File: config.mk
export PLATFORM = sky130hd
export DESIGN_NAME = zcm_top
export DESIGN_NICKNAME = d
export VERILOG_FILES = /design/src/zcm_pkg.sv /design/src/zcm_top.sv
export SDC_FILE = /design/constraint.sdc
export NUM_CORES = 2
export LEC_CHECK = 0
export BUFFER_PORTS_ARGS = -buffer_cell sky130_fd_sc_hd__buf_2
export CORE_ASPECT_RATIO = 1.5
export CORE_MARGIN = 3
export CORE_UTILIZATION = 50
export DETAILED_ROUTE_END_ITERATION = 6
export PLACE_DENSITY = 0.7
export SLEW_MARGIN = 20
export SYNTH_ARGS = -nofsm -noshare
export SYNTH_HDL_FRONTEND = slang
export SYNTH_SLANG_ARGS = --single-unit
File: constraint.sdc
create_clock -name core_clk -period 10.3 [get_ports core_clk]
set_input_delay 3.09 -clock core_clk [delete_from_list [all_inputs] [get_ports core_clk]]
set_output_delay 3.09 -clock core_clk [all_outputs]
set_load 0.02 [all_outputs]
File: src/zcm_pkg.sv
// constants, types and register map of the zero clamp and speed match block
package zcm_pkg;

  // ****************************************
  // register map (byte addresses)
  // ****************************************
  localparam logic [7:0] ADDR_CTRL        = 8'h00; // method, allocation, motor type
  localparam logic [7:0] ADDR_CLAMP_ROT   = 8'h04; // clamp_level_rotary
  localparam logic [7:0] ADDR_CLAMP_LIN   = 8'h08; // clamp_level_linear
  localparam logic [7:0] ADDR_WIDTH_ROT   = 8'h0C; // match_width_rotary
  localparam logic [7:0] ADDR_WIDTH_LIN   = 8'h10; // match_width_linear
  localparam logic [7:0] ADDR_MAX_SPEED   = 8'h14; // motor maximum speed
  localparam logic [7:0] ADDR_POS_GAIN    = 8'h18; // position_loop_gain
  localparam logic [7:0] ADDR_POS_GAIN2   = 8'h1C; // second_position_gain
  localparam logic [7:0] ADDR_PRESET1     = 8'h20; // internal set speed 1
  localparam logic [7:0] ADDR_PRESET2     = 8'h24; // internal set speed 2
  localparam logic [7:0] ADDR_PRESET3     = 8'h28; // internal set speed 3
  localparam logic [7:0] ADDR_STATE       = 8'h2C; // live state, read only
  localparam logic [7:0] ADDR_IRQ_STAT    = 8'h30; // sticky events, write one to clear
  localparam logic [7:0] ADDR_IRQ_MASK    = 8'h34; // interrupt enables
  localparam logic [7:0] ADDR_CLAMP_POS   = 8'h38; // position latched at clamp start

  // ****************************************
  // control register field positions
  // ****************************************
  localparam int CTRL_METHOD_LSB = 0;  // control_method_select [3:0]
  localparam int CTRL_ALLOC_BIT  = 4;  // input_alloc_mode
  localparam int CTRL_CIN_LSB    = 5;  // clamp_input_alloc [8:5]
  localparam int CTRL_MOUT_LSB   = 9;  // match_output_alloc [11:9]
  localparam int CTRL_LINEAR_BIT = 12; // 1 = linear motor units

  // ****************************************
  // reset values and limits
  // ****************************************
  localparam logic [15:0] CLAMP_LEVEL_RST = 16'h000A; // 10
  localparam logic [15:0] CLAMP_LEVEL_MAX = 16'h2710; // 10,000
  localparam logic [15:0] MATCH_WIDTH_RST = 16'h000A; // 10
  localparam logic [15:0] MATCH_WIDTH_MAX = 16'h0064; // 100
  localparam logic [15:0] MAX_SPEED_RST   = 16'h1770; // plain default, set per motor
  localparam logic [15:0] POS_GAIN_RST    = 16'h0100; // plain default
  localparam logic [3:0]  METHOD_RST      = 4'h0;     // speed control
  localparam logic [2:0]  MOUT_RST        = 3'h1;     // default output pin
  localparam logic [3:0]  CIN_ALWAYS_ON   = 4'h7;     // request forced active
  localparam logic [3:0]  CIN_PIN_LAST    = 4'h6;     // highest input pin code
  localparam int          GAIN_SHIFT      = 8;        // gain is 8.8 fixed point
  localparam int          NUM_GP_IN       = 7;        // allocatable input pins
  localparam int          NUM_GP_OUT      = 4;        // allocatable output pins
  localparam int          NUM_EV          = 5;        // interrupt events

  // ****************************************
  // types
  // ****************************************
  // active control method after switching
  typedef enum logic [1:0] {
    ZCM_M_SPEED    = 2'b00,
    ZCM_M_INTERNAL = 2'b01,
    ZCM_M_POSITION = 2'b10,
    ZCM_M_TORQUE   = 2'b11
  } zcm_method_t;

  // dedicated sequence pins, all active low at the connector
  typedef struct packed {
    logic zero_clamp_request_n;    // zero_clamp_request default pin
    logic preset_speed_sel_a_n;     // preset_speed_sel_a
    logic preset_speed_sel_b_n;     // preset_speed_sel_b
    logic dir_n;       // direction_select
    logic csel_n;      // control_select_input
    logic gain_sel_n;  // second position gain select
  } zcm_pins_t;

  // software configuration
  typedef struct packed {
    logic [3:0]  method;
    logic        alloc_mode;
    logic [3:0]  clamp_in;
    logic [2:0]  match_out;
    logic        linear;
    logic [15:0] clamp_rot;
    logic [15:0] clamp_lin;
    logic [15:0] width_rot;
    logic [15:0] width_lin;
    logic [15:0] max_speed;
    logic [15:0] gain1;
    logic [15:0] gain2;
    logic signed [15:0] preset1;
    logic signed [15:0] preset2;
    logic signed [15:0] preset3;
  } zcm_cfg_t;

endpackage : zcm_pkg

File: src/zcm_top.sv
// zero clamp and speed coincidence supervision for a servo speed loop
`timescale 1ns/1ps
module zcm_top
  import zcm_pkg::*;
(
  input  wire logic                  core_clk,        // 50 MHz system clock
  input  wire logic                  rst_b,           // asynchronous reset, active low
  input  wire logic [7:0]            reg_addr,        // register byte address
  input  wire logic [31:0]           reg_wdata,       // register write data
  input  wire logic                  reg_wr,          // write strobe
  input  wire logic                  reg_rd,          // read strobe
  output logic      [31:0]           reg_rdata,       // read data, cycle after strobe
  input  wire zcm_pins_t             seq_pins_n,      // dedicated sequence pins
  input  wire logic [NUM_GP_IN-1:0]  gp_in_n,         // allocatable input pins
  input  wire logic signed [15:0]    speed_ref_input, // converted analog reference
  input  wire logic signed [15:0]    motor_speed,     // measured motor speed
  input  wire logic signed [31:0]    feedback_pos,    // encoder pulse count
  output logic signed [15:0]         speed_cmd,       // command to the speed loop
  output logic                       clamp_active,    // motor held by zero clamp
  output zcm_method_t                active_method,   // method in force now
  output logic                       speed_match_output, // coincidence, level
  output logic [NUM_GP_OUT-1:0]      match_pins,      // allocated output pins
  output logic                       irq              // level interrupt
);

  // ****************************************
  // state
  // ****************************************
  typedef struct packed {
    zcm_pins_t              pin_s1;    // first sync stage
    zcm_pins_t              pin_s2;    // second sync stage
    logic [NUM_GP_IN-1:0]   gp_s1;     // first sync stage
    logic [NUM_GP_IN-1:0]   gp_s2;     // second sync stage
    zcm_cfg_t               cfg;       // software settings
    logic                   clamp;     // clamp in force
    logic signed [31:0]     hold_pos;  // position latched at clamp start
    logic                   displaced; // pushed beyond one pulse
    logic                   match;     // coincidence flag
    logic signed [15:0]     cmd;       // speed command
    zcm_method_t            method;    // active method
    logic [NUM_EV-1:0]      ev_stat;   // sticky events
    logic [NUM_EV-1:0]      ev_mask;   // event enables
    logic [31:0]            rdata;     // read data
  } zcm_state_t;

  zcm_state_t st_reg;   // registered state
  zcm_state_t st_next;  // next state

  // ****************************************
  // combinational working signals
  // ****************************************
  zcm_pins_t           pins;       // synchronised pins, active high
  logic [NUM_GP_IN-1:0] gp;        // synchronised inputs, active high
  logic                 speed_mode; // active method is a speed control
  logic                 clamp_ok;   // method code permits clamping
  logic                 request;    // zero_clamp_request after allocation
  logic signed [16:0]   ref_sel;    // reference before clamping
  logic signed [16:0]   preset;     // chosen internal set speed
  logic [16:0]          ref_mag;    // magnitude of reference
  logic [15:0]          level;      // clamp level for motor type
  logic [15:0]          level_eff;  // clamp level after speed limit
  logic [15:0]          width;      // match width for motor type
  logic                 clamp_cond; // clamp wanted this cycle
  logic signed [31:0]   pos_err;    // latched minus actual position
  logic signed [16:0]   err_sat;    // error limited to 17 bits
  logic signed [33:0]   loop_prod;  // error times gain
  logic signed [33:0]   loop_out;   // scaled loop output
  logic signed [33:0]   lim;        // speed limit, wide
  logic signed [16:0]   ref_eff;    // reference used for coincidence
  logic signed [17:0]   spd_diff;   // reference minus motor speed
  logic [17:0]          spd_mag;    // magnitude of difference
  logic                 match_now;  // coincidence this cycle
  logic [NUM_EV-1:0]    ev;         // events this cycle
  logic [NUM_EV-1:0]    w1c;        // clear mask from a write
  logic [31:0]          wd;         // write data alias

  // ****************************************
  // next-state logic
  // ****************************************
  always_comb begin
    st_next = st_reg;
    wd      = reg_wdata;

    // two-stage synchronisers for connector pins
    st_next.pin_s1 = seq_pins_n;
    st_next.pin_s2 = st_reg.pin_s1;
    st_next.gp_s1  = gp_in_n;
    st_next.gp_s2  = st_reg.gp_s1;
    pins = ~st_reg.pin_s2;
    gp   = ~st_reg.gp_s2;

    // method switching by control select input
    speed_mode = 1'b1;
    clamp_ok   = 1'b1;
    st_next.method = ZCM_M_SPEED;
    case (st_reg.cfg.method)
      4'h0: st_next.method = ZCM_M_SPEED;
      4'h3: st_next.method = ZCM_M_INTERNAL;
      4'h4: st_next.method = pins.csel_n ? ZCM_M_SPEED : ZCM_M_INTERNAL;
      4'h5: st_next.method = pins.csel_n ? ZCM_M_POSITION : ZCM_M_INTERNAL;
      4'h6: st_next.method = pins.csel_n ? ZCM_M_TORQUE : ZCM_M_INTERNAL;
      4'h7: st_next.method = pins.csel_n ? ZCM_M_SPEED : ZCM_M_POSITION;
      4'h9: st_next.method = pins.csel_n ? ZCM_M_SPEED : ZCM_M_TORQUE;
      4'hA: st_next.method = ZCM_M_SPEED;
      4'h1: begin
        st_next.method = ZCM_M_POSITION;
        clamp_ok = 1'b0;
      end
      4'h2: begin
        st_next.method = ZCM_M_TORQUE;
        clamp_ok = 1'b0;
      end
      default: begin
        st_next.method = ZCM_M_POSITION;
        clamp_ok = 1'b0;
      end
    endcase
    // clamping and matching need a speed method right now
    speed_mode = (st_reg.method == ZCM_M_SPEED) || (st_reg.method == ZCM_M_INTERNAL);

    // request source: default pin or allocated input
    request = 1'b0;
    if (!st_reg.cfg.alloc_mode) begin
      request = pins.zero_clamp_request_n;
    end else if (st_reg.cfg.clamp_in <= CIN_PIN_LAST) begin
      request = gp[st_reg.cfg.clamp_in[2:0]];
    end else if (st_reg.cfg.clamp_in == CIN_ALWAYS_ON) begin
      request = 1'b1;
    end

    // internal set speed chosen by the preset pins, sign by direction
    case ({pins.preset_speed_sel_b_n, pins.preset_speed_sel_a_n})
      2'b01:   preset = 17'(st_reg.cfg.preset1);
      2'b10:   preset = 17'(st_reg.cfg.preset2);
      2'b11:   preset = 17'(st_reg.cfg.preset3);
      default: preset = '0;
    endcase
    if (pins.dir_n) begin
      preset = -preset;
    end
    ref_sel = (st_reg.method == ZCM_M_INTERNAL) ? preset : 17'(speed_ref_input);
    ref_mag = ref_sel[16] ? 17'(-ref_sel) : 17'(ref_sel);

    // clamp level per motor type, limited to maximum speed
    level     = st_reg.cfg.linear ? st_reg.cfg.clamp_lin : st_reg.cfg.clamp_rot;
    level_eff = (level > st_reg.cfg.max_speed) ? st_reg.cfg.max_speed : level;
    width     = st_reg.cfg.linear ? st_reg.cfg.width_lin : st_reg.cfg.width_rot;

    // clamp decision
    clamp_cond = clamp_ok && speed_mode && request && (ref_mag <= {1'b0, level_eff});
    st_next.clamp = clamp_cond;
    if (clamp_cond && !st_reg.clamp) begin
      st_next.hold_pos = feedback_pos;
    end

    // internal position loop toward the latched position
    pos_err = st_reg.hold_pos - feedback_pos;
    if (pos_err > 32'sd65535) begin
      err_sat = 17'sh0FFFF;
    end else if (pos_err < -32'sd65535) begin
      err_sat = -17'sh0FFFF;
    end else begin
      err_sat = pos_err[16:0];
    end
    loop_prod = 34'(err_sat) * $signed({18'h0, (pins.gain_sel_n ? st_reg.cfg.gain2 : st_reg.cfg.gain1)});
    loop_out  = loop_prod >>> GAIN_SHIFT;
    lim       = 34'(st_reg.cfg.max_speed);
    if (loop_out > lim) begin
      loop_out = lim;
    end else if (loop_out < -lim) begin
      loop_out = -lim;
    end
    // displacement beyond one pulse while clamped
    st_next.displaced = st_reg.clamp && ((pos_err > 32'sd1) || (pos_err < -32'sd1));

    // speed command: loop output while clamped and displaced, zero while held or outside speed methods, else reference
    if (st_reg.clamp) begin
      if (st_next.displaced) begin
        st_next.cmd = loop_out[15:0];
      end else begin
        st_next.cmd = '0;
      end
    end else if (speed_mode) begin
      st_next.cmd = ref_sel[15:0];
    end else begin
      st_next.cmd = '0;
    end

    // speed coincidence
    ref_eff   = st_reg.clamp ? 17'sh0 : ref_sel;
    spd_diff  = 18'(ref_eff) - 18'(motor_speed);
    spd_mag   = spd_diff[17] ? 18'(-spd_diff) : 18'(spd_diff);
    match_now = speed_mode && (spd_mag <= {2'b00, width});
    st_next.match = match_now;

    // events, set wins over clear
    ev[0] = st_next.clamp && !st_reg.clamp;         // clamp started
    ev[1] = !st_next.clamp && st_reg.clamp;         // clamp released
    ev[2] = st_next.match && !st_reg.match;         // coincidence reached
    ev[3] = !st_next.match && st_reg.match;         // coincidence lost
    ev[4] = st_next.displaced && !st_reg.displaced; // clamp pushed off
    w1c = '0;
    if (reg_wr && (reg_addr == ADDR_IRQ_STAT)) begin
      w1c = wd[NUM_EV-1:0];
    end
    st_next.ev_stat = (st_reg.ev_stat & ~w1c) | ev;

    // register writes
    if (reg_wr) begin
      case (reg_addr)
        ADDR_CTRL: begin
          st_next.cfg.method     = wd[CTRL_METHOD_LSB +: 4];
          st_next.cfg.alloc_mode = wd[CTRL_ALLOC_BIT];
          st_next.cfg.clamp_in   = wd[CTRL_CIN_LSB +: 4];
          st_next.cfg.match_out  = wd[CTRL_MOUT_LSB +: 3];
          st_next.cfg.linear     = wd[CTRL_LINEAR_BIT];
        end
        ADDR_CLAMP_ROT: st_next.cfg.clamp_rot = (wd[15:0] > CLAMP_LEVEL_MAX) ? CLAMP_LEVEL_MAX : wd[15:0];
        ADDR_CLAMP_LIN: st_next.cfg.clamp_lin = (wd[15:0] > CLAMP_LEVEL_MAX) ? CLAMP_LEVEL_MAX : wd[15:0];
        ADDR_WIDTH_ROT: st_next.cfg.width_rot = (wd[15:0] > MATCH_WIDTH_MAX) ? MATCH_WIDTH_MAX : wd[15:0];
        ADDR_WIDTH_LIN: st_next.cfg.width_lin = (wd[15:0] > MATCH_WIDTH_MAX) ? MATCH_WIDTH_MAX : wd[15:0];
        ADDR_MAX_SPEED: st_next.cfg.max_speed = wd[15:0];
        ADDR_POS_GAIN:  st_next.cfg.gain1     = wd[15:0];
        ADDR_POS_GAIN2: st_next.cfg.gain2     = wd[15:0];
        ADDR_PRESET1:   st_next.cfg.preset1   = wd[15:0];
        ADDR_PRESET2:   st_next.cfg.preset2   = wd[15:0];
        ADDR_PRESET3:   st_next.cfg.preset3   = wd[15:0];
        ADDR_IRQ_MASK:  st_next.ev_mask       = wd[NUM_EV-1:0];
        default: ;  // read-only or unmapped: ignored
      endcase
    end

    // register reads, data stand for one cycle only
    st_next.rdata = '0;
    if (reg_rd) begin
      case (reg_addr)
        ADDR_CTRL: begin
          st_next.rdata[CTRL_METHOD_LSB +: 4] = st_reg.cfg.method;
          st_next.rdata[CTRL_ALLOC_BIT]       = st_reg.cfg.alloc_mode;
          st_next.rdata[CTRL_CIN_LSB +: 4]    = st_reg.cfg.clamp_in;
          st_next.rdata[CTRL_MOUT_LSB +: 3]   = st_reg.cfg.match_out;
          st_next.rdata[CTRL_LINEAR_BIT]      = st_reg.cfg.linear;
        end
        ADDR_CLAMP_ROT: st_next.rdata[15:0] = st_reg.cfg.clamp_rot;
        ADDR_CLAMP_LIN: st_next.rdata[15:0] = st_reg.cfg.clamp_lin;
        ADDR_WIDTH_ROT: st_next.rdata[15:0] = st_reg.cfg.width_rot;
        ADDR_WIDTH_LIN: st_next.rdata[15:0] = st_reg.cfg.width_lin;
        ADDR_MAX_SPEED: st_next.rdata[15:0] = st_reg.cfg.max_speed;
        ADDR_POS_GAIN:  st_next.rdata[15:0] = st_reg.cfg.gain1;
        ADDR_POS_GAIN2: st_next.rdata[15:0] = st_reg.cfg.gain2;
        ADDR_PRESET1:   st_next.rdata[15:0] = st_reg.cfg.preset1;
        ADDR_PRESET2:   st_next.rdata[15:0] = st_reg.cfg.preset2;
        ADDR_PRESET3:   st_next.rdata[15:0] = st_reg.cfg.preset3;
        ADDR_STATE:     st_next.rdata[5:0]  = {request, st_reg.displaced, st_reg.method,
                                               st_reg.match, st_reg.clamp};
        ADDR_IRQ_STAT:  st_next.rdata[NUM_EV-1:0] = st_reg.ev_stat;
        ADDR_IRQ_MASK:  st_next.rdata[NUM_EV-1:0] = st_reg.ev_mask;
        ADDR_CLAMP_POS: st_next.rdata = st_reg.hold_pos;
        default:        st_next.rdata = '0;  // unmapped reads zero
      endcase
    end
  end

  // ****************************************
  // state register
  // ****************************************
  always_ff @(posedge core_clk or negedge rst_b) begin
    if (!rst_b) begin
      st_reg               <= '0;
      st_reg.pin_s1        <= '1;  // idle pins are open, read high
      st_reg.pin_s2        <= '1;
      st_reg.gp_s1         <= '1;
      st_reg.gp_s2         <= '1;
      st_reg.cfg.method    <= METHOD_RST;
      st_reg.cfg.match_out <= MOUT_RST;
      st_reg.cfg.clamp_rot <= CLAMP_LEVEL_RST;
      st_reg.cfg.clamp_lin <= CLAMP_LEVEL_RST;
      st_reg.cfg.width_rot <= MATCH_WIDTH_RST;
      st_reg.cfg.width_lin <= MATCH_WIDTH_RST;
      st_reg.cfg.max_speed <= MAX_SPEED_RST;
      st_reg.cfg.gain1     <= POS_GAIN_RST;
      st_reg.cfg.gain2     <= POS_GAIN_RST;
      st_reg.method        <= ZCM_M_SPEED;
    end else begin
      st_reg <= st_next;
    end
  end

  // ****************************************
  // outputs
  // ****************************************
  // match output steered to the allocated pin
  always_comb begin
    match_pins = '0;
    if ((st_reg.cfg.match_out != 3'h0) && (st_reg.cfg.match_out <= 3'(NUM_GP_OUT))) begin
      match_pins[st_reg.cfg.match_out[1:0] - 2'd1] = st_reg.match;
    end
  end

  assign reg_rdata          = st_reg.rdata;
  assign speed_cmd          = st_reg.cmd;
  assign clamp_active       = st_reg.clamp;
  assign active_method      = st_reg.method;
  assign speed_match_output = st_reg.match;
  assign irq                = |(st_reg.ev_stat & st_reg.ev_mask);

endmodule : zcm_top

==> impl_metrics.csv <==
group,metric,value,unit
grt,grt_pass1_vias,28890,
routing,wl,107500,µm
routing,via_per_inst,5.866,
cts,cts_tree,"yes",
synth,async_reset_ff_share,100.0,%
cells_and_area,area_growth,24.47,%
synth,synth-adder-area-share,27.28,%
timing,report.final.slew_viol_count,0,
synth,yosysMostFrequentCell,"inv_1",
synth,seq_area_frac_synth,23.97,%
timing,finalHoldViolations,0,
setup_path,cpPeakStageDelay,0.58,ns
routing,drtAntennaViolNets,0,
synth,syn_nets,3986,
synth,synth_area_leaders,"dfrtp_1 (20%), fa_1 (18%), ha_1 (9.2%)",
timing,clock.fmax,73.61,MHz
synth,yosysTopAreaCell,"dfrtp_1",
timing,worstMarginPinSlew,1.041,ns
floorplanning,rows,111,
cells_and_area,drive_gt1_share,30.90,%
placed_design,gp_congestion,1.008,
synth,yosysWarnings,0,
status,violations,"DRC, setup timing",
timing,rsz0062_at_grt,"yes",
cts,h-tree-depth,1,
grt,grt_remaining_overflow,0,
grt,antenna_found_initial,3,
pwr,power.density,373.4,mW/mm²
cells_and_area,regArea,0.007412,mm²
setup_path,cp-start-kind,"input port",
synth,synth_edf_count,0,
floorplanning,core,0.06111,mm²
grt,track_usage,32.52,%
routing,first_pass_iters,7,
timing,fin_crit,13.59,ns
setup_path,crit_top_cell,"fa_1",
synth,synth_flop_cell,"dfrtp_1",
flow_run,cap_violations,0,
cts,cts.sinks,294,
setup_path,worstSetupEndpointType,"register",
floorplanning,die_width,209.1,µm
timing,timing.final.crit_share,131.9,%
floorplanning,dieArea,0.06493,mm²
routing,vias,27480,
floorplanning,ios,178,
cts,ctsRootBufferMaster,"clkbuf_16",
synth,synthCells,3359,
synth,synth-compound-area-share,13.56,%
timing,whs,0.3552,ns
setup_path,slowest_stage,"fa_1",
hold_path,hp-class,"register to register",
setup_path,crit_required,10.80,ns
status,status,"finished with violations",
cts,cts_buffers,29,
routing,route.detailed.drc,9,
timing,setup_ws,-3.285,ns
placed_design,dp_slack,-4.310,ns
cells_and_area,multi_input_area,0.02232,mm²
floorplanning,die_h,310.6,µm
cells_and_area,final_net_count,4497,
grt,grt_pass1_wl,163700,µm
pwr,p_leak,18.68,nW
pwr,irDropWorstVdd,0.2586,mV
grt,grt_max_degree,147,
routing,drt_iter0_drc,2164,
cts,clock_latency,0.61,ns
synth,netlist_area,0.03092,mm²
timing,setup_viol,16,
setup_path,critPathKind,"input port to register",
synth,synth.top_cell.area_share,20.23,%
synth,synth_top_family_by_area,"adder cells",
routing,wl_per_cell,22.94,µm
cells_and_area,largest_reg_flops,213,
synth,yosys-top-cells-count,"inv_1 (458), nand2_1 (315), fa_1 (279), dfrtp_1 (250), nor2_1 (240)",
synth,avgSynthCellArea,9.207,µm²
synth,synth.distinct_cells,92,
cts,cts_max_path_buffers,3,
placed_design,hpwl,84140,µm
synth,synth.area.mux_share,9.095,%
setup_path,cp_max_fo,6,
timing,fin_setup_tns,-50.67,ns
setup_path,crit_family,"adder cells",
setup_path,crit_buf_inv,8,
placed_design,placement.io_buffers,161,
cts,path_clk_slew,0.07,ns
cells_and_area,fillers,5119,
timing,fin_worst_skew,0.03826,ns
timing,relSlewSlack,30.46,%
synth,synth_xor_area_share,3.484,%
synth,ys_ff_latch,294,
synth,yosys.area_share.simple,13.98,%
floorplanning,start_util,50.61,%
setup_path,arrival,14.08,ns
pwr,power,0.01437,W
==> per-layer routing <==
metal / wire length (µm) / share of wire [%] / global-route usage, %
met5: 13 / 0.012 / 0
met4: 11000 / 10 / 26.05
met3: 6245 / 5.8 / 3.964
met2: 52930 / 49 / 56.37
met1: 37270 / 35 / 35.70
==> layout by cell type (no fill, tap or decap), types with 14 or more instances in the layout <==
master     netlist  final
a211oi_2         0     14
a21o_1          56     53
a21oi_1        129    101
a21oi_2          1     16
a21oi_4          1     14
a221oi_1        16     15
a222oi_1        19     19
a22oi_1         38     38
a31oi_1         31     28
and2_1          43     43
and3_1          36     34
buf_2           23    157
buf_4           50    475
buf_6            0     23
clkbuf_16        0     30
dfrtp_1        250    250
dfstp_2         44     44
fa_1           279    266
ha_1           227    196
ha_4             0     25
inv_1          458    441
inv_2            0     16
mux2_2         182    181
mux2i_1         74     72
nand2_1        315    302
nand2b_1        22     22
nand3_1         38     37
nand4_1         30     30
nor2_1         240    225
nor2b_1         54     47
nor3_1          36     33
nor4_1          22     17
o211ai_1        25     25
o21a_1          30     25
o21ai_0        109     98
or3_1           17     14
xnor2_1         94     85
xor2_1          29     26
==> through the flow <==
step	area (µm²)	util, %	instances
6_report	38490	62.99	4685
3_3_place_gp	35930	58.80	4564
3_5_place_dp	35930	58.80	4564
4_1_cts	37720	61.73	4662
2_1_floorplan	31610	-	3359
5_1_grt	38490	62.99	4684
==> path summary, 6_finish.rpt <==
check / depth (start not counted) / slack [ns] / startpoint / end
max: 50 / -3.29 / feedback_pos[4] / speed_cmd[14]
min: 0 / 0.36 / st_next[271] / st_reg[271]
max reg2reg: 48 / -1.14 / st_reg[66] / speed_cmd[14]
min reg2reg: 0 / 0.36 / st_next[271] / st_reg[271]
max in group asynchronous: 2 / 6.48 / rst_b / st_reg[33]
min in group asynchronous: 1 / 2.49 / rst_b / speed_cmd[7]
==> cell type report <==
type	instances	area share (%)
multi-input combinational	2412	57.99
clock inverter	16	0.6339
inverter	459	4.496
clock buffer	38	2.129
timing repair buffer	674	12.91
tap	791	2.571
antenna	1	0.006501
sequential	294	19.26
==> report_power, final <==
part	internal [W]	switching [W]	total, W
combinational	0.00578	0.00601	0.0118
sequential	0.00129	0.000115	0.00140
clock	0.000692	0.000496	0.00119
==> logic make-up (layout without fill, tap and decap cells) <==
kind of cell / after synthesis / after routing
AO/OA/AOI/OAI: 616 / 616
XOR/XNOR: 123 / 123
flip-flops: 294 / 294
other: 0 / 1
adder cells (fa/ha/maj): 507 / 507
AND/OR/NAND/NOR: 909 / 909
multiplexers: 257 / 257
buffers and inverters: 653 / 1187
==> timing repair <==
action / 4_1_cts / 5_1_grt
pin swaps: 68 / 92
resized for setup: 86 / 114
setup buffers: 45 / 21
endpoints found under the setup margin: 16 / 16
hold buffers: 0 / 0
gates cloned: 0 / 1
(Power assumes the default switching activity.)
